[config.mk]
export PLATFORM = sky130hd
export DESIGN_NAME = pmr_regs
export DESIGN_NICKNAME = d
export VERILOG_FILES = /design/src/rtl/pmr_latch_bit.v /design/src/rtl/pmr_regs.v
export VERILOG_INCLUDE_DIRS = /design/src /design/src/inc
export SDC_FILE = /design/constraint.sdc
export NUM_CORES = 1
export LEC_CHECK = 0
export ABC_AREA = 1
export BUFFER_PORTS_ARGS = -buffer_cell sky130_fd_sc_hd__buf_4
export CORE_ASPECT_RATIO = 0.5
export CORE_MARGIN = 3
export CORE_UTILIZATION = 51
export CTS_CLUSTER_SIZE = 10
export DETAILED_ROUTE_END_ITERATION = 7
export PLACE_DENSITY = 0.84
export SLEW_MARGIN = 20
export SYNTH_ARGS = -nofsm -noshare
export SYNTH_HDL_FRONTEND = slang
export SYNTH_HIERARCHICAL = 1
export SYNTH_SLANG_ARGS = --single-unit
export TNS_END_PERCENT = 30
[constraint.sdc]
create_clock -name ref_clk -period 2.5 [get_ports ref_clk]
set_clock_uncertainty 0.05 [all_clocks]
set_input_delay 0 -clock ref_clk [delete_from_list [all_inputs] [get_ports ref_clk]]
set_output_delay 0 -clock ref_clk [all_outputs]
set_load 0.005 [all_outputs]
[src/inc/pmr_defines.vh]
`ifndef PMR_DEFINES_VH
`define PMR_DEFINES_VH

`define PMR_ADDR_STATUS     5'h01
`define PMR_ADDR_IDENT_HI   5'h02
`define PMR_ADDR_IDENT_LO   5'h03
`define PMR_ADDR_ADVERTISE  5'h04
`define PMR_ADDR_PARTNER    5'h05
`define PMR_ADDR_EXPANSION  5'h06
`define PMR_ADDR_RSVD_LO    5'h08
`define PMR_ADDR_RSVD_HI    5'h0f

`define PMR_STS_ABILITY     4'hf
`define PMR_ADV_FAULT_BIT   13
`define PMR_ADV_TECH_RESET  8'h2f
`define PMR_ADV_SELECTOR    5'h01
`define PMR_ADV_SEL_HI      4
`define PMR_ADV_TECH_HI     12
`define PMR_ADV_TECH_LO     5
`define PMR_STS_ABILITY_HI  14
`define PMR_STS_ABILITY_LO  11
`define PMR_STS_NO_PREAMBLE 6
`define PMR_STS_AN_DONE     5
`define PMR_STS_RFAULT      4
`define PMR_STS_AN_ABLE     3
`define PMR_STS_LINK        2
`define PMR_STS_JABBER      1
`define PMR_STS_EXTENDED    0
`define PMR_PART_ACK_BIT    14
`define PMR_EXP_PD_FAULT    4
`define PMR_EXP_PART_NP     3
`define PMR_EXP_LOCAL_NP    2
`define PMR_EXP_PAGE_RX     1
`define PMR_EXP_PART_AN     0
`define PMR_IDENT_HI_VALUE  16'h1234 // Arbitrary identifier value
`define PMR_IDENT_LO_VALUE  16'h5678 // Arbitrary identifier value

`endif

[src/rtl/pmr_latch_bit.v]
`timescale 1ns/1ps
module pmr_latch_bit #(
  parameter LATCH_HIGH = 1
) (
  ref_clk,
  reset,
  event_in,
  read_clear,
  value
);
  input  wire ref_clk;
  input  wire reset;
  input  wire event_in;
  input  wire read_clear;
  output wire value;

  reg latch_q;
  reg latch_d;

  // Latch-low bits store the loss and show its inverse, so they wake up reading zero
  localparam [0:0] INVERT = (LATCH_HIGH == 0) ? 1'b1 : 1'b0;

  // Event wins over the read that clears it, so nothing is lost
  always @* begin
    latch_d = latch_q;
    if (read_clear) begin
      latch_d = 1'b0;
    end
    if (event_in) begin
      latch_d = 1'b1;
    end
  end

  always @(posedge ref_clk) begin
    if (reset) begin
      latch_q <= INVERT;
    end else begin
      latch_q <= latch_d;
    end
  end

  assign value = latch_q ^ INVERT;
endmodule // pmr_latch_bit

[src/rtl/pmr_regs.v]
`timescale 1ns/1ps
`include "pmr_defines.vh"
module pmr_regs (
  ref_clk,
  reset,
  mgmt_addr,
  mgmt_wr,
  mgmt_rd,
  mgmt_wdata,
  mgmt_rdata,
  an_complete,
  link_up,
  jabber_event,
  partner_word,
  partner_ack,
  parallel_fault_event,
  page_rx_event,
  partner_np_able,
  partner_an_able,
  adv_word
);
  input  wire        ref_clk;
  input  wire        reset;
  input  wire [4:0]  mgmt_addr;
  input  wire        mgmt_wr;
  input  wire        mgmt_rd;
  input  wire [15:0] mgmt_wdata;
  output wire [15:0] mgmt_rdata;
  input  wire        an_complete;
  input  wire        link_up;
  input  wire        jabber_event;
  input  wire [15:0] partner_word;
  input  wire        partner_ack;
  input  wire        parallel_fault_event;
  input  wire        page_rx_event;
  input  wire        partner_np_able;
  input  wire        partner_an_able;
  output wire [15:0] adv_word;

  ////////////////////////////////////////////////////////////////////////
  // Status inputs arrive from the negotiation and link logic on ref_clk,
  // so they need no synchroniser

  reg        adv_fault_q;
  reg        adv_fault_d;
  reg [7:0]  adv_tech_q;
  reg [7:0]  adv_tech_d;
  reg        an_done_q;
  reg [15:0] partner_q;
  reg        partner_ack_q;
  reg        np_able_q;
  reg        an_able_q;
  reg [15:0] rdata_q;
  reg [15:0] rdata_d;
  wire       link_lost;
  wire       link_bit;
  wire       jabber_bit;
  wire       pd_fault_bit;
  wire       page_bit;
  wire       rd_status;
  wire       rd_expand;
  wire       wr_adv;
  wire       rsvd_hit;

  ////////////////////////////////////////////////////////////////////////
  // Helper functions

  function addr_hit;
    input [4:0] addr;
    input [4:0] target;
    begin
      addr_hit = (addr == target);
    end
  endfunction

  function addr_reserved;
    input [4:0] addr;
    begin
      addr_reserved = (addr >= `PMR_ADDR_RSVD_LO) && (addr <= `PMR_ADDR_RSVD_HI);
    end
  endfunction

  function [15:0] status_word;
    input an_done;
    input link_ok;
    input jabber;
    begin
      status_word                                           = 16'h0000;
      status_word[`PMR_STS_ABILITY_HI:`PMR_STS_ABILITY_LO] = `PMR_STS_ABILITY;
      status_word[`PMR_STS_NO_PREAMBLE]                    = 1'b0;
      status_word[`PMR_STS_AN_DONE]                        = an_done;
      status_word[`PMR_STS_RFAULT]                         = 1'b0;
      status_word[`PMR_STS_AN_ABLE]                        = 1'b1;
      status_word[`PMR_STS_LINK]                           = link_ok;
      status_word[`PMR_STS_JABBER]                         = jabber;
      status_word[`PMR_STS_EXTENDED]                       = 1'b1;
    end
  endfunction

  function [15:0] expansion_word;
    input pd_fault;
    input part_np;
    input page_rx;
    input part_an;
    begin
      expansion_word                    = 16'h0000;
      expansion_word[`PMR_EXP_PD_FAULT] = pd_fault;
      expansion_word[`PMR_EXP_PART_NP]  = part_np;
      expansion_word[`PMR_EXP_LOCAL_NP] = 1'b0;
      expansion_word[`PMR_EXP_PAGE_RX]  = page_rx;
      expansion_word[`PMR_EXP_PART_AN]  = part_an;
    end
  endfunction

  function [15:0] partner_view;
    input [15:0] word;
    input        ack;
    begin
      partner_view                    = word;
      partner_view[`PMR_PART_ACK_BIT] = ack;
    end
  endfunction

  function [15:0] advert_word;
    input       fault;
    input [7:0] tech;
    begin
      advert_word                                    = 16'h0000;
      advert_word[`PMR_ADV_FAULT_BIT]                = fault;
      advert_word[`PMR_ADV_TECH_HI:`PMR_ADV_TECH_LO] = tech;
      advert_word[`PMR_ADV_SEL_HI:0]                 = `PMR_ADV_SELECTOR;
    end
  endfunction

  ////////////////////////////////////////////////////////////////////////
  // Strobe decode; a strobe held two edges would clear latched bits twice

  assign rd_status = mgmt_rd && addr_hit(mgmt_addr, `PMR_ADDR_STATUS);
  assign rd_expand = mgmt_rd && addr_hit(mgmt_addr, `PMR_ADDR_EXPANSION);
  assign wr_adv    = mgmt_wr && addr_hit(mgmt_addr, `PMR_ADDR_ADVERTISE);
  assign rsvd_hit  = addr_reserved(mgmt_addr);

  ////////////////////////////////////////////////////////////////////////
  // Writable advertisement fields

  always @* begin
    adv_fault_d = adv_fault_q;
    adv_tech_d  = adv_tech_q;
    if (wr_adv) begin
      adv_fault_d = mgmt_wdata[`PMR_ADV_FAULT_BIT];
      adv_tech_d  = mgmt_wdata[`PMR_ADV_TECH_HI:`PMR_ADV_TECH_LO];
    end
  end

  always @(posedge ref_clk) begin
    if (reset) begin
      adv_fault_q <= 1'b0;
      adv_tech_q  <= `PMR_ADV_TECH_RESET;
    end else begin
      adv_fault_q <= adv_fault_d;
      adv_tech_q  <= adv_tech_d;
    end
  end

  // Next page and reserved stay zero, selector fixed
  assign adv_word = advert_word(adv_fault_q, adv_tech_q);

  ////////////////////////////////////////////////////////////////////////
  // Tracked status, one register stage behind the negotiation logic

  // Completion is not latched, so a restarted negotiation shows at once
  always @(posedge ref_clk) begin
    if (reset) begin
      an_done_q <= 1'b0;
    end else begin
      an_done_q <= an_complete;
    end
  end

  // The word is taken whole each cycle; the negotiation logic updates it at once
  always @(posedge ref_clk) begin
    if (reset) begin
      partner_q     <= 16'h0000;
      partner_ack_q <= 1'b0;
    end else begin
      partner_q     <= partner_word;
      partner_ack_q <= partner_ack;
    end
  end

  always @(posedge ref_clk) begin
    if (reset) begin
      np_able_q <= 1'b0;
      an_able_q <= 1'b0;
    end else begin
      np_able_q <= partner_np_able;
      an_able_q <= partner_an_able;
    end
  end

  // A read returns the held loss, so software reads twice to see the present link
  assign link_lost = ~link_up;

  pmr_latch_bit #(.LATCH_HIGH(0)) u_link (
    .ref_clk    (ref_clk),
    .reset      (reset),
    .event_in   (link_lost),
    .read_clear (rd_status),
    .value      (link_bit)
  );

  pmr_latch_bit #(.LATCH_HIGH(1)) u_jabber (
    .ref_clk    (ref_clk),
    .reset      (reset),
    .event_in   (jabber_event),
    .read_clear (rd_status),
    .value      (jabber_bit)
  );

  pmr_latch_bit #(.LATCH_HIGH(1)) u_pd_fault (
    .ref_clk    (ref_clk),
    .reset      (reset),
    .event_in   (parallel_fault_event),
    .read_clear (rd_expand),
    .value      (pd_fault_bit)
  );

  pmr_latch_bit #(.LATCH_HIGH(1)) u_page_rx (
    .ref_clk    (ref_clk),
    .reset      (reset),
    .event_in   (page_rx_event),
    .read_clear (rd_expand),
    .value      (page_bit)
  );

  ////////////////////////////////////////////////////////////////////////
  // Read data, registered; writes to read-only words are never decoded

  // Held between reads so a slow sampler still sees the word
  always @* begin
    rdata_d = rdata_q;
    if (mgmt_rd) begin
      if (rsvd_hit) begin
        rdata_d = 16'h0000;
      end else begin
        case (mgmt_addr)
          `PMR_ADDR_STATUS: begin
            rdata_d = status_word(an_done_q, link_bit, jabber_bit);
          end
          `PMR_ADDR_IDENT_HI: begin
            rdata_d = `PMR_IDENT_HI_VALUE;
          end
          `PMR_ADDR_IDENT_LO: begin
            rdata_d = `PMR_IDENT_LO_VALUE;
          end
          `PMR_ADDR_ADVERTISE: begin
            rdata_d = adv_word;
          end
          `PMR_ADDR_PARTNER: begin
            rdata_d = partner_view(partner_q, partner_ack_q);
          end
          `PMR_ADDR_EXPANSION: begin
            rdata_d = expansion_word(pd_fault_bit, np_able_q, page_bit, an_able_q);
          end
          default: begin
            // Control word and vendor space live outside this block
            rdata_d = 16'h0000;
          end
        endcase
      end
    end
  end

  always @(posedge ref_clk) begin
    if (reset) begin
      rdata_q <= 16'h0000;
    end else begin
      rdata_q <= rdata_d;
    end
  end

  assign mgmt_rdata = rdata_q;
endmodule // pmr_regs

# Word-level counts from Yosys, hierarchy flattened
# Cells that the tools add are included.
[totals]
reg_bits = 49
input_bits = 49
out_inout_bits = 32
[op_classes]
n_lt_le_gt_ge = 2
n_eq_ne = 6
muxes = 7
bitwise_logic = 2
reduce_logical = 8
[ops]
columns = ["cell", "n"]
rows = [
  ["$pmux W16 S6", 1],
  ["$mux W16", 1],
  ["$eq A5 B3 Y1 const B", 3],
  ["$eq A5 B2 Y1 const B", 2],
  ["$reduce_bool A2 Y1", 3],
  ["$eq A5 B1 Y1 const B", 1],
  ["$ge A5 B4 Y1 const B", 1],
  ["$le A5 B4 Y1 const B", 1],
  ["$mux W1", 5],
  ["$logic_and A1 B1 Y1", 4],
  ["$not A1 Y1", 2],
  ["$reduce_or A2 Y1", 1],
]

# Depth between registers and ports, before layout
# Gate-level depths: netlist of the first run.
[depth]
depth_word = 4
ltp_mapped = 9
mapped_depth_nobuf = 8

# Modules after synthesis
# Netlist of the first run, hierarchy kept.
[modules_own_cells]
columns = ["mod", "instances", "cells_per_inst", "area_per_inst_um2", "seq_area_each_um2"]
rows = [
  ["pmr_regs", 1, 256, 1833.0, 880.8],
  ["pmr_latch_bit (u_jabber ...)", 3, 5, 40.0, 20.0],
  ["pmr_latch_bit (u_link)", 1, 6, 38.8, 20.0],
]

# Worst setup path before layout of the first run
# No wires, ideal clock.
[synth_timing]
kind = "input-to-reg"
start = "input mgmt_rd"
end = "register u_jabber.latch_q (netlist: u_jabber/value)"
t_arrival_ns = 0.944
required_time_ns = 2.336
slack_ns = 1.393
stages = 7
n_path_buf = 2
path_cell_list = "clkbuf_1 clkinv_1 clkbuf_1 nor2_1 inv_1 nand2_1 a21oi_2"
[synth_between]
elab_chain_cells = 2
[synth_lines]
columns = ["element", "line", "source"]
rows = [
  ["from (decl)", "pmr_regs.v:26", "input wire mgmt_rd;"],
  ["$logic_and A1 B1 Y1", "pmr_regs.v:138", "assign rd_status = mgmt_rd && addr_hit(mgmt_addr, `PMR_ADDR_STATUS);"],
  ["via rd_status", "pmr_regs.v:60", "wire rd_status;"],
  ["$reduce_bool A2 Y1 (no line)", "--", ""],
  ["to (signal assigned)", "pmr_latch_bit.v:38", "latch_q <= latch_d;"],
  ["to (decl)", "pmr_latch_bit.v:17", "reg latch_q;"],
]
# The timed path passes the listed nets, and every way through them passes these cells.
# A chain may end at the register's enable or synchronous reset.

# Final worst setup path of the first run
# Same ends and word-level chain as after synthesis.

==> tab_implementation.tex, run 1 <==
\begin{tabular}{lr}
\hline
Metric & Value \\
\hline
\multicolumn{2}{l}{\textbf{Clock tree}} \\
Number of buffers created by CTS & 5 \\
\# clock sinks & 48 \\
Root buffer selected by CTS & sky130\_fd\_sc\_hd\_\_clkbuf\_8 \\
H-tree Lvls & 2 \\
Clock latency at the later pin of the worst-skew pair & 300 ps \\
Setup Buffers After CTS & 0 \\
Max Buffers Root-to-Sink & 2 \\
TritonCTS clock tree & yes \\
Clock transition time at the flip-flop clock pins of the worst setup and hold paths & 90 ps \\
Post-CTS resize count & 0 \\
\multicolumn{2}{l}{\textbf{Drt}} \\
DRC Markers & 0 \\
Wire length after detailed routing & 5340 um \\
Iteration-0 DRC count of the detailed router & 124 \\
Count of nets left with antenna violations after detail routing & 0 \\
Total vias in the final route & 2069 \\
Detail-routed via count per cell & 4.90 \\
Routed length per instance & 12.6 um \\
Number of search-and-repair iterations in the first detailed-routing pass & 5 \\
\multicolumn{2}{l}{\textbf{Flow run}} \\
Max-cap viol count & 0 \\
\multicolumn{2}{l}{\textbf{Global route}} \\
First-pass GRT wire length & 8570 um \\
Global-route total usage across every layer & 23.3\% \\
Maximum number of pins on one net before global-route repair & 45 \\
Total congestion overflow & 0 \\
Vias in the first global route & 1923 \\
Initial antenna violation count & 0 \\
\multicolumn{2}{l}{\textbf{Final layout}} \\
Area occupied by registers & 961 um\^{}2 \\
Final net count & 419 \\
Count of filler cells inserted in the layout & 220 \\
Post-route cell area & 2900 um\^{}2 \\
Final antenna diode count & 0 \\
Area used by multi-input combinational logic & 796 um\^{}2 \\
Final non-filler cell total & 422 \\
Core Util, Final & 80.8\% \\
Area Overhead vs Synth & 45.5\% \\
Share of post-route cells with drive strength above 1 & 22.9\% \\
\multicolumn{2}{l}{\textbf{Pwr}} \\
Clock group share of total power & 36.0\% \\
Sequential cell fraction of total power & 51.9\% \\
Total leakage power & 1.41 nW \\
Overall power & 1.54 mW \\
Share of total power in combinational logic & 12.1\% \\
Pwr dens & 531 nW/um\^{}2 \\
Switching power summed over all nets & 353 uW \\
Int Pwr & 1.19 mW \\
Max VDD drop & 0.279 mV \\
Switch share & 23.0\% \\
\multicolumn{2}{l}{\textbf{Floorplan}} \\
Starting density of the core & 55.6\% \\
Floorplan row count & 15 \\
Placeable core region & 3580 um\^{}2 \\
Chip Height & 50.2 um \\
Width of the die & 94.4 um \\
Die Area & 4740 um\^{}2 \\
Boundary pin count & 81 \\
\multicolumn{2}{l}{\textbf{Worst setup path}} \\
Standard cell with the maximum stage delay on the critical path & sky130\_fd\_sc\_hd\_\_dlygate4sd3\_1 \\
Slowest cell delay on critical path & 530 ps \\
Startpoint types & input pin \\
Worst-path cell chain & dlygate4sd3\_1, buf\_4, clkinv\_1, nor2\_1, inv\_1, nand2\_1, a21oi\_2 \\
Critical path type & input pin to register \\
Critical path peak fanout & 18 \\
Critical Path AT & 1680 ps \\
Endpoint class of the critical path & register \\
Required time reported for the critical path endpoint & 2630 ps \\
\multicolumn{2}{l}{\textbf{Min path}} \\
Min-Delay Path Class & input pin to register \\
\multicolumn{2}{l}{\textbf{Timing}} \\
Final setup vio count & 0 \\
Hold Worst Slack & 13.1 ps \\
Max Clock Freq & 0.643 GHz \\
Final hold viol count & 0 \\
Post-route fraction of the period consumed by the critical path & 62.2\% \\
Unrepaired setup endpoints after global routing & false \\
Final setup margin & 946 ps \\
Setup TNS after final layout & 0 ps \\
Max-slew violation count & 0 \\
Minimum clock period & 1550 ps \\
\multicolumn{2}{l}{\textbf{Yosys}} \\
Number of instances in the synthesized netlist & 277 \\
Cell with the most instances after synthesis & sky130\_fd\_sc\_hd\_\_nand2\_1 \\
Primary flip-flop cell chosen by synthesis mapping & sky130\_fd\_sc\_hd\_\_dfxtp\_1 \\
Number of flops mapped to enable cells by yosys & 0 \\
Unique masters post-synth & 22 \\
Synth top area cells & sky130\_fd\_sc\_hd\_\_dfxtp\_1, sky130\_fd\_sc\_hd\_\_nand2\_1, sky130\_fd\_sc\_hd\_\_inv\_1, sky130\_fd\_sc\_hd\_\_nor2\_1, sky130\_fd\_sc\_hd\_\_a21oi\_1 \\
Async set-reset flop share out of synthesis & 0\% \\
Dominant cell type by area after synthesis & sky130\_fd\_sc\_hd\_\_dfxtp\_1 \\
Synthesized area divided by synthesized cell count & 7.19 um\^{}2 \\
Cell area after synthesis & 1990 um\^{}2 \\
Proportion of netlist area held by the largest area contributor & 48.2\% \\
Count of synthesis-stage warnings from yosys & 6 \\
Portion of the post-synthesis area used by sequential elements & 48.2\% \\
Most common library cells after synthesis & sky130\_fd\_sc\_hd\_\_nand2\_1, sky130\_fd\_sc\_hd\_\_dfxtp\_1, sky130\_fd\_sc\_hd\_\_inv\_1, sky130\_fd\_sc\_hd\_\_nor2\_1, sky130\_fd\_sc\_hd\_\_a21oi\_1 \\
Synthesis-stage register bit count & 48 \\
\multicolumn{2}{l}{\textbf{Placed design}} \\
Worst setup timing slack at the placement stage & 1190 ps \\
Placed instance count & 381 \\
Area after DPL & 2460 um\^{}2 \\
Post-DP HPWL & 3410 um \\
Global placer's final weighted congestion & 0.867 \\
Buffers added on ports & 65 \\
\multicolumn{2}{l}{\textbf{Status}} \\
Run status & completed \\
\hline
\end{tabular}
[logic make-up (layout without fill, tap and decap cells)]
group	Yosys count	after routing	share of synthesized area (%)
buffers and inverters	55	144	12.8
AO/OA/AOI/OAI	25	25	6.85
other	2	7	0.377
AND/OR/NAND/NOR	147	147	31.8
flip-flops	48	48	48.2
[power by group through the flow]
stage               Combinational (mW)  Clock [mW]  Sequential (mW)
floorplan                       0.0763           0            0.815
global placement                 0.135           0            0.816
detailed placement               0.139           0            0.817
CTS                              0.179       0.550            0.799
global route                     0.204       0.595            0.802
finish                           0.186       0.554            0.799
[critical path, delay by kind of cell]
kind / cells / cell delay, ps
AND/OR/NAND/NOR: 2 / 370
AO/OA/AOI/OAI: 1 / 50
buffers and inverters: 4 / 1260
[per-layer routing]
metal  share of wire, %  up-vias  track usage [%]  wire, um
met1                 40      919             26.9      2120
met3                7.6       22             4.79       405
li1                   -     1016                -         -
met5                  0        -                0         0
met2                 50      112             42.7      2650
met4                3.1        0             8.39       165
[final timing paths]
kind | cells after the start | endpoint | slack, ps | start
worst min register to register | 2 | u_link/latch_q | 410 | u_link/latch_q
worst min-delay path | 4 | adv_fault_q | 10 | mgmt_wr
worst max register to register | 4 | mgmt_rdata[5] | 1550 | adv_tech_q[0]
worst max-delay path | 7 | u_jabber/value | 950 | mgmt_rd
[sequential cells by signal, summed over array words and instances (netlist names)]
register / cells
u_jabber/value: 1
an_able_q: 1
partner_ack_q: 1
u_link/latch_q: 1
np_able_q: 1
adv_tech_q: 8
an_done_q: 1
mgmt_rdata: 16
adv_fault_q: 1
partner_q: 15
u_pd_fault/value: 1
u_page_rx/value: 1
[cell type report]
type / count / share of cell area [%]
flip-flops and latches: 48 / 33.2
repair buffers: 98 / 28.2
well taps: 51 / 2.20
clock inverters: 3 / 1.47
multi-input cells: 179 / 27.5
inverters: 38 / 5.10
clock buffers: 5 / 2.37
[cell usage in the layout (no fill, tap or decap), drive strengths merged]
cell | Yosys | routed
nor2 | 31 | 31
clkinv | 2 | 3
nand4 | 8 | 8
nand3 | 18 | 18
dlygate4sd3 | 0 | 33
a21oi | 23 | 23
nand2 | 89 | 89
inv | 36 | 36
clkbuf | 6 | 5
buf | 11 | 65
clkinvlp | 0 | 1
nand3b | 1 | 1
o21ai | 2 | 2
conb | 2 | 7
bufinv | 0 | 1
dfxtp | 48 | 48
[timing repair]
action                                  in CTS  in global routing
hold endpoints to repair                    32                  2
endpoints found under the setup margin       0                  0
hold buffers                                32                  1
Note: power is estimated with default switching activity, not from simulation.
==> run 2: changes to the inputs <==
--- a/config.mk
+++ b/config.mk
@@ -10,10 +10,10 @@
 export BUFFER_PORTS_ARGS = -buffer_cell sky130_fd_sc_hd__buf_4
 export CORE_ASPECT_RATIO = 0.5
 export CORE_MARGIN = 3
-export CORE_UTILIZATION = 51
+export CORE_UTILIZATION = 47
 export CTS_CLUSTER_SIZE = 10
 export DETAILED_ROUTE_END_ITERATION = 7
-export PLACE_DENSITY = 0.84
+export PLACE_DENSITY = 0.78
 export SLEW_MARGIN = 20
 export SYNTH_ARGS = -nofsm -noshare
 export SYNTH_HDL_FRONTEND = slang
==> constraint.sdc (replaced) <==
create_clock -name ref_clk -period 1.5 [get_ports ref_clk]
set_clock_uncertainty 0.05 [all_clocks]
set_input_delay 0 -clock ref_clk [delete_from_list [all_inputs] [get_ports ref_clk]]
set_output_delay 0 -clock ref_clk [all_outputs]
set_load 0.005 [all_outputs]
==> run 2 against run 1 <==
Clock-buffer cell count unchanged; non-clock buffer count increased by 1; routed wire length shrank 11%; critical path type unchanged; largest cell class unchanged.
==> tab_implementation.tex, run 2 (synthesis results as in run 1) <==
\begin{tabular}{lr}
\hline
Metric & Value \\
\hline
\multicolumn{2}{l}{\textbf{Clock tree}} \\
Clock transition time at the flip-flop clock pins of the worst setup and hold paths & 80 ps (was 90 ps) \\
Number of buffers inserted by hold repair at cts & 33 (was 32) \\
Root buffer selected by CTS & sky130\_fd\_sc\_hd\_\_clkbuf\_8 (unchanged) \\
\# clock sinks & 48 (unchanged) \\
Max Buffers Root-to-Sink & 2 (unchanged) \\
Post-CTS resize count & 0 (unchanged) \\
H-tree Lvls & 2 (unchanged) \\
Clock latency at the later pin of the worst-skew pair & 290 ps (was 300 ps) \\
Number of buffers created by CTS & 5 (unchanged) \\
TritonCTS clock tree & yes (unchanged) \\
Setup Buffers After CTS & 0 (unchanged) \\
\multicolumn{2}{l}{\textbf{Drt}} \\
Wire length after detailed routing & 4770 um (was 5340 um) \\
DRC Markers & 0 (unchanged) \\
Iteration-0 DRC count of the detailed router & 58 (was 124) \\
Detail-routed via count per cell & 4.70 (was 4.90) \\
Number of search-and-repair iterations in the first detailed-routing pass & 5 (unchanged) \\
Count of nets left with antenna violations after detail routing & 0 (unchanged) \\
Total vias in the final route & 1997 (was 2069) \\
Routed length per instance & 11.2 um (was 12.6 um) \\
\multicolumn{2}{l}{\textbf{Worst setup path}} \\
Startpoint types & input pin (unchanged) \\
Critical Path AT & 1310 ps (was 1680 ps) \\
Required time reported for the critical path endpoint & 1610 ps (was 2630 ps) \\
Critical path peak fanout & 17 (was 18) \\
Endpoint class of the critical path & register (unchanged) \\
Critical path type & input pin to register (unchanged) \\
\multicolumn{2}{l}{\textbf{Final layout}} \\
Post-route cell area & 2900 um\^{}2 (about the same) \\
Core Util, Final & 72.8\% (was 80.8\%) \\
Area occupied by registers & 961 um\^{}2 (unchanged) \\
Area used by multi-input combinational logic & 796 um\^{}2 (unchanged) \\
Final non-filler cell total & 425 (was 422) \\
Leading cell type in the layout, fill and taps excluded & sky130\_fd\_sc\_hd\_\_nand2\_1 (unchanged) \\
Area Overhead vs Synth & 45.5\% (about the same) \\
Final net count & 420 (was 419) \\
Number of flip-flops in the largest register & 16 (unchanged) \\
Share of post-route cells with drive strength above 1 & 22.7\% (was 22.9\%) \\
Top library cells by usage in the layout, fill and taps aside & sky130\_fd\_sc\_hd\_\_nand2\_1, sky130\_fd\_sc\_hd\_\_buf\_4, sky130\_fd\_sc\_hd\_\_dfxtp\_1 (unchanged) \\
Count of filler cells inserted in the layout & 292 (was 220) \\
\multicolumn{2}{l}{\textbf{Timing}} \\
Post-route fraction of the period consumed by the critical path & 79.5\% \\
Minimum clock period & 1190 ps \\
Setup TNS after final layout & 0 ps (unchanged) \\
Unrepaired setup endpoints after global routing & false (unchanged) \\
Hold Worst Slack & 15.7 ps (was 13.1 ps) \\
Max-slew violation count & 0 (unchanged) \\
Final setup margin & 308 ps (was 946 ps) \\
Max Clock Freq & 0.839 GHz \\
Final setup vio count & 0 (unchanged) \\
Final hold viol count & 0 (unchanged) \\
\multicolumn{2}{l}{\textbf{Placed design}} \\
Placed instance count & 385 (was 381) \\
Worst setup timing slack at the placement stage & 222 ps (was 1190 ps) \\
Buffers added on ports & 65 (unchanged) \\
Area after DPL & 2470 um\^{}2 (was 2460 um\^{}2) \\
Post-DP HPWL & 3320 um (was 3410 um) \\
Global placer's final weighted congestion & 0.817 (was 0.867) \\
\multicolumn{2}{l}{\textbf{Floorplan}} \\
Placeable core region & 3980 um\^{}2 (was 3580 um\^{}2) \\
Chip Height & 52.0 um (was 50.2 um) \\
Starting density of the core & 50.0\% (was 55.6\%) \\
Die Area & 5100 um\^{}2 (was 4740 um\^{}2) \\
Width of the die & 98.1 um (was 94.4 um) \\
Floorplan row count & 16 (was 15) \\
Boundary pin count & 81 (unchanged) \\
\multicolumn{2}{l}{\textbf{Pwr}} \\
Total leakage power & 1.41 nW (about the same) \\
Max VDD drop & 0.564 mV (was 0.279 mV) \\
Pwr dens & 862 nW/um\^{}2 (was 531 nW/um\^{}2) \\
Overall power & 2.50 mW (was 1.54 mW) \\
\multicolumn{2}{l}{\textbf{Global route}} \\
Maximum number of pins on one net before global-route repair & 45 (unchanged) \\
Vias in the first global route & 1858 (was 1923) \\
First-pass GRT wire length & 8140 um (was 8570 um) \\
Initial antenna violation count & 0 (unchanged) \\
Global-route total usage across every layer & 20.2\% (was 23.3\%) \\
Total congestion overflow & 0 (unchanged) \\
\multicolumn{2}{l}{\textbf{Min path}} \\
Min-Delay Path Class & input pin to register (unchanged) \\
\multicolumn{2}{l}{\textbf{Status}} \\
Run status & completed (unchanged) \\
\multicolumn{2}{l}{\textbf{Flow run}} \\
Max-cap viol count & 0 (unchanged) \\
\hline
\end{tabular}
## run 2: path summary, 6_finish.rpt
check            startpoint              to  slack (ps)  depth (start not counted)
max reg2reg   adv_tech_q[0]   mgmt_rdata[5]         610                          4
min                 mgmt_wr   adv_tech_q[7]          20                          4
min reg2reg  mgmt_rdata[15]  mgmt_rdata[15]         420                          2
max                 mgmt_rd   mgmt_rdata[3]         310                          6
## run 2: final cells by class
class	instances	share of cell area, %
inverters	38	5.09
well taps	54	2.33
clock inverters	1	1.04
multi-input cells	179	27.4
clock buffers	5	2.37
flip-flops and latches	48	33.1
repair buffers	99	28.5
diodes	1	0.0863
## run 2: critical path, cell delays in order
cell	delay, ps
sky130_fd_sc_hd__dlygate4sd3_1	530
sky130_fd_sc_hd__buf_4	210
sky130_fd_sc_hd__clkinv_1	190
sky130_fd_sc_hd__buf_4	230
sky130_fd_sc_hd__nand2_1	70
sky130_fd_sc_hd__a21oi_1	70
## run 2: routing by layer
| layer | global-route usage (%) | part of all wire, % |
|---|---|---|
| met5 | 0 | 0 |
| met4 | 8.28 | 1.7 |
| met3 | 4.69 | 5.6 |
| met1 | 24.1 | 43 |
| met2 | 35.7 | 50 |
## run 2: power breakdown
part           internal, mW  switching [mW]
registers              1.32          0.0159
clock network         0.478           0.387
logic                 0.168           0.135
total                  1.96           0.538
==> run 3: changes to the inputs <==
==> constraint.sdc (replaced) <==
create_clock -name ref_clk -period 1.1 [get_ports ref_clk]
set_clock_uncertainty 0.05 [all_clocks]
set_input_delay 0 -clock ref_clk [delete_from_list [all_inputs] [get_ports ref_clk]]
set_output_delay 0 -clock ref_clk [all_outputs]
set_load 0.005 [all_outputs]
==> run 3 against run 2 <==
Non-clock buffer count is 8 higher; cell count grew 2.1%; power rose by 45%; via count rose by 3.2%; worst hold slack better by 17 ps; register-to-register slack got worse by 430 ps; core utilization is 2.2 points higher; largest power group unchanged.
==> tab_implementation.tex, run 3 (synthesis results as in run 1) <==
\begin{tabular}{lr}
\hline
Metric & Value \\
\hline
\multicolumn{2}{l}{\textbf{Clock tree}} \\
TritonCTS clock tree & yes (unchanged) \\
Root buffer selected by CTS & sky130\_fd\_sc\_hd\_\_clkbuf\_8 (unchanged) \\
Clock transition time at the flip-flop clock pins of the worst setup and hold paths & 90 ps (was 80 ps) \\
\# clock sinks & 48 (unchanged) \\
Setup Buffers After CTS & 0 (unchanged) \\
Max Buffers Root-to-Sink & 2 (unchanged) \\
H-tree Lvls & 2 (unchanged) \\
Clock latency at the later pin of the worst-skew pair & 300 ps (was 290 ps) \\
Number of buffers created by CTS & 5 (unchanged) \\
\multicolumn{2}{l}{\textbf{Worst setup path}} \\
Buffering stage count on the worst path with inverters included & 2 (was 4) \\
Critical path peak fanout & 2 (was 17) \\
Standard cell with the maximum stage delay on the critical path & sky130\_fd\_sc\_hd\_\_dfxtp\_1 (was sky130\_fd\_sc\_hd\_\_dlygate4sd3\_1) \\
Endpoint class of the critical path & output pin (was register) \\
Startpoint types & register (was input pin) \\
R2R setup slack & 180 ps (was 610 ps) \\
Required time reported for the critical path endpoint & 1050 ps (was 1610 ps) \\
Cell mode on critical path & sky130\_fd\_sc\_hd\_\_buf\_4 (unchanged) \\
Critical Path AT & 900 ps (was 1310 ps) \\
Critical path type & register to output pin (was input pin to register) \\
Family of cells with the greatest summed delay on the critical path & flip-flops (was buffers and inverters) \\
Slowest cell delay on critical path & 330 ps (was 530 ps) \\
Worst reg2reg startpoint & adv\_tech\_q[0] (unchanged) \\
Worst-path cell chain & buf\_4, buf\_4 (was dlygate4sd3\_1, buf\_4, clkinv\_1, buf\_4, nand2\_1, a21oi\_1) \\
End of the worst register-to-register path & mgmt\_rdata[5] (unchanged) \\
FF-to-FF path depth & 4 (unchanged) \\
\multicolumn{2}{l}{\textbf{Floorplan}} \\
Die Area & 5100 um\^{}2 (unchanged) \\
Starting density of the core & 50.0\% (unchanged) \\
Chip Height & 52.0 um (unchanged) \\
Width of the die & 98.1 um (unchanged) \\
Boundary pin count & 81 (unchanged) \\
Placeable core region & 3980 um\^{}2 (unchanged) \\
Floorplan row count & 16 (unchanged) \\
\multicolumn{2}{l}{\textbf{Timing}} \\
Unrepaired setup endpoints after global routing & false (unchanged) \\
Max Clock Freq & 1.05 GHz \\
Final setup vio count & 0 (unchanged) \\
Post-route fraction of the period consumed by the critical path & 86.4\% \\
Max-slew violation count & 0 (unchanged) \\
Minimum clock period & 950 ps \\
Final hold viol count & 0 (unchanged) \\
Hold Worst Slack & 32.7 ps (was 15.7 ps) \\
\multicolumn{2}{l}{\textbf{Global route}} \\
First-pass GRT wire length & 8850 um (was 8140 um) \\
Busiest layer in global routing & met2 (unchanged) \\
Vias in the first global route & 2022 (was 1858) \\
Initial antenna violation count & 0 (unchanged) \\
Total congestion overflow & 0 (unchanged) \\
Met2 routing resource usage after global routing & 42.5\% (was 35.7\%) \\
Maximum number of pins on one net before global-route repair & 45 (unchanged) \\
Met1 Use GR & 23.4\% (was 24.1\%) \\
Global-route total usage across every layer & 22.1\% (was 20.2\%) \\
Routing usage on met3 & 5.76\% (was 4.69\%) \\
\multicolumn{2}{l}{\textbf{Min path}} \\
Hold\_sp & mgmt\_rd (was mgmt\_wr) \\
Endpoint of the worst hold-timing path & mgmt\_rdata[14] (was adv\_tech\_q[7]) \\
Min-Delay Path Class & input pin to register (unchanged) \\
Worst hold stages & 4 (unchanged) \\
\multicolumn{2}{l}{\textbf{Drt}} \\
Routed length per instance & 12.6 um (was 11.2 um) \\
Total vias in the final route & 2060 (was 1997) \\
Number of search-and-repair iterations in the first detailed-routing pass & 4 (was 5) \\
DRC Markers & 0 (unchanged) \\
Wire length after detailed routing & 5470 um (was 4770 um) \\
Detail-routed via count per cell & 4.75 (was 4.70) \\
Iteration-0 DRC count of the detailed router & 87 (was 58) \\
Count of nets left with antenna violations after detail routing & 0 (unchanged) \\
\multicolumn{2}{l}{\textbf{Final layout}} \\
Top library cells by usage in the layout, fill and taps aside & sky130\_fd\_sc\_hd\_\_nand2\_1, sky130\_fd\_sc\_hd\_\_buf\_4, sky130\_fd\_sc\_hd\_\_dfxtp\_1 (unchanged) \\
Area used by multi-input combinational logic & 796 um\^{}2 (unchanged) \\
Leading cell type in the layout, fill and taps excluded & sky130\_fd\_sc\_hd\_\_nand2\_1 (unchanged) \\
Count of filler cells inserted in the layout & 304 (was 292) \\
Share of post-route cells with drive strength above 1 & 25.0\% (was 22.7\%) \\
Final antenna diode count & 0 (was 1) \\
Area occupied by registers & 961 um\^{}2 (unchanged) \\
Number of flip-flops in the largest register & 16 (unchanged) \\
Area Overhead vs Synth & 49.9\% (was 45.5\%) \\
Final net count & 428 (was 420) \\
Core Util, Final & 74.9\% (was 72.8\%) \\
\multicolumn{2}{l}{\textbf{Pwr}} \\
Switching power summed over all nets & 787 uW (was 538 uW) \\
Total leakage power & 1.47 nW (was 1.41 nW) \\
Sequential cell fraction of total power & 50.2\% (was 53.3\%) \\
Max VDD drop & 0.792 mV (was 0.564 mV) \\
Share of total power in combinational logic & 12.1\% (about the same) \\
Int Pwr & 2.84 mW (was 1.96 mW) \\
Switch share & 21.7\% (was 21.5\%) \\
Overall power & 3.62 mW (was 2.50 mW) \\
Pwr dens & 1210 nW/um\^{}2 (was 862 nW/um\^{}2) \\
Clock group share of total power & 37.7\% (was 34.6\%) \\
\multicolumn{2}{l}{\textbf{Status}} \\
Run status & completed (unchanged) \\
\multicolumn{2}{l}{\textbf{Placed design}} \\
Buffers added on ports & 65 (unchanged) \\
Global placer's final weighted congestion & 0.888 (was 0.817) \\
Post-DP HPWL & 3540 um (was 3320 um) \\
\multicolumn{2}{l}{\textbf{Flow run}} \\
Max-cap viol count & 0 (unchanged) \\
\hline
\end{tabular}
[run 3: cell types whose count changed in the layout (fill, tap and decap cells not counted), sizes merged]
cell	previous run	this run
buf	66	74
clkbuf	5	7
diode	1	0
[run 3: final cells by class]
type / instances / share of cell area, %
Clock inverter: 1 / 1.01
Multi-Input combinational cell: 179 / 26.7
Tap cell: 54 / 2.26
Sequential cell: 48 / 32.2
Timing Repair Buffer: 107 / 29.7
Inverter: 38 / 4.99
Clock buffer: 7 / 3.23
[run 3: per-stage QoR]
stage	setup slack, ps	std cells	instance area (um^2)	TNS (ps)
final	150	434	2990	0
after global routing	89.3	434	2990	0
after CTS	154	434	2990	0
after detailed placement	-79.0	393	2530	-365
after global placement	13.0	393	2530	0
after floorplan	60.4	282	2010	0
[run 3: power groups by stage]
stage	combinational [mW]	sequential, mW	clock (mW)
finish	0.439	1.82	1.37
global route	0.481	1.82	1.45
CTS	0.427	1.82	1.38
detailed placement	0.333	1.86	0
global placement	0.326	1.86	0
floorplan	0.174	1.85	0
[run 3: worst max path at each step]
stage	start	endpoint	cells past startpoint
3_3_place_gp	mgmt_addr[1]	adv_fault_q	8
4_1_cts	adv_tech_q[0]	adv_word[5]	2
3_5_place_dp	mgmt_addr[1]	adv_tech_q[4]	8
6_report	adv_tech_q[0]	adv_word[5]	2
2_1_floorplan	mgmt_rd	u_jabber/value	7
5_1_grt	mgmt_addr[1]	adv_tech_q[7]	8
[run 3: repair_timing]
action	in CTS	in global routing
resized for setup	0	0
hold buffers	33	0
hold endpoints to repair	32	0
[run 3: worst reg2reg max path: stages, from the launching register on]
cell                      delay, ps
sky130_fd_sc_hd__dfxtp_1        330
sky130_fd_sc_hd__nand4_1        110
sky130_fd_sc_hd__nand2_1         60
sky130_fd_sc_hd__o21ai_0        160
sky130_fd_sc_hd__a21oi_1         80
[run 3: metal layers]
metal / routed length, um / up-vias
met5: 0 / -
met2: 2770 / 88
li1: - / 1036
met3: 365 / 20
met1: 2180 / 916
met4: 150 / 0
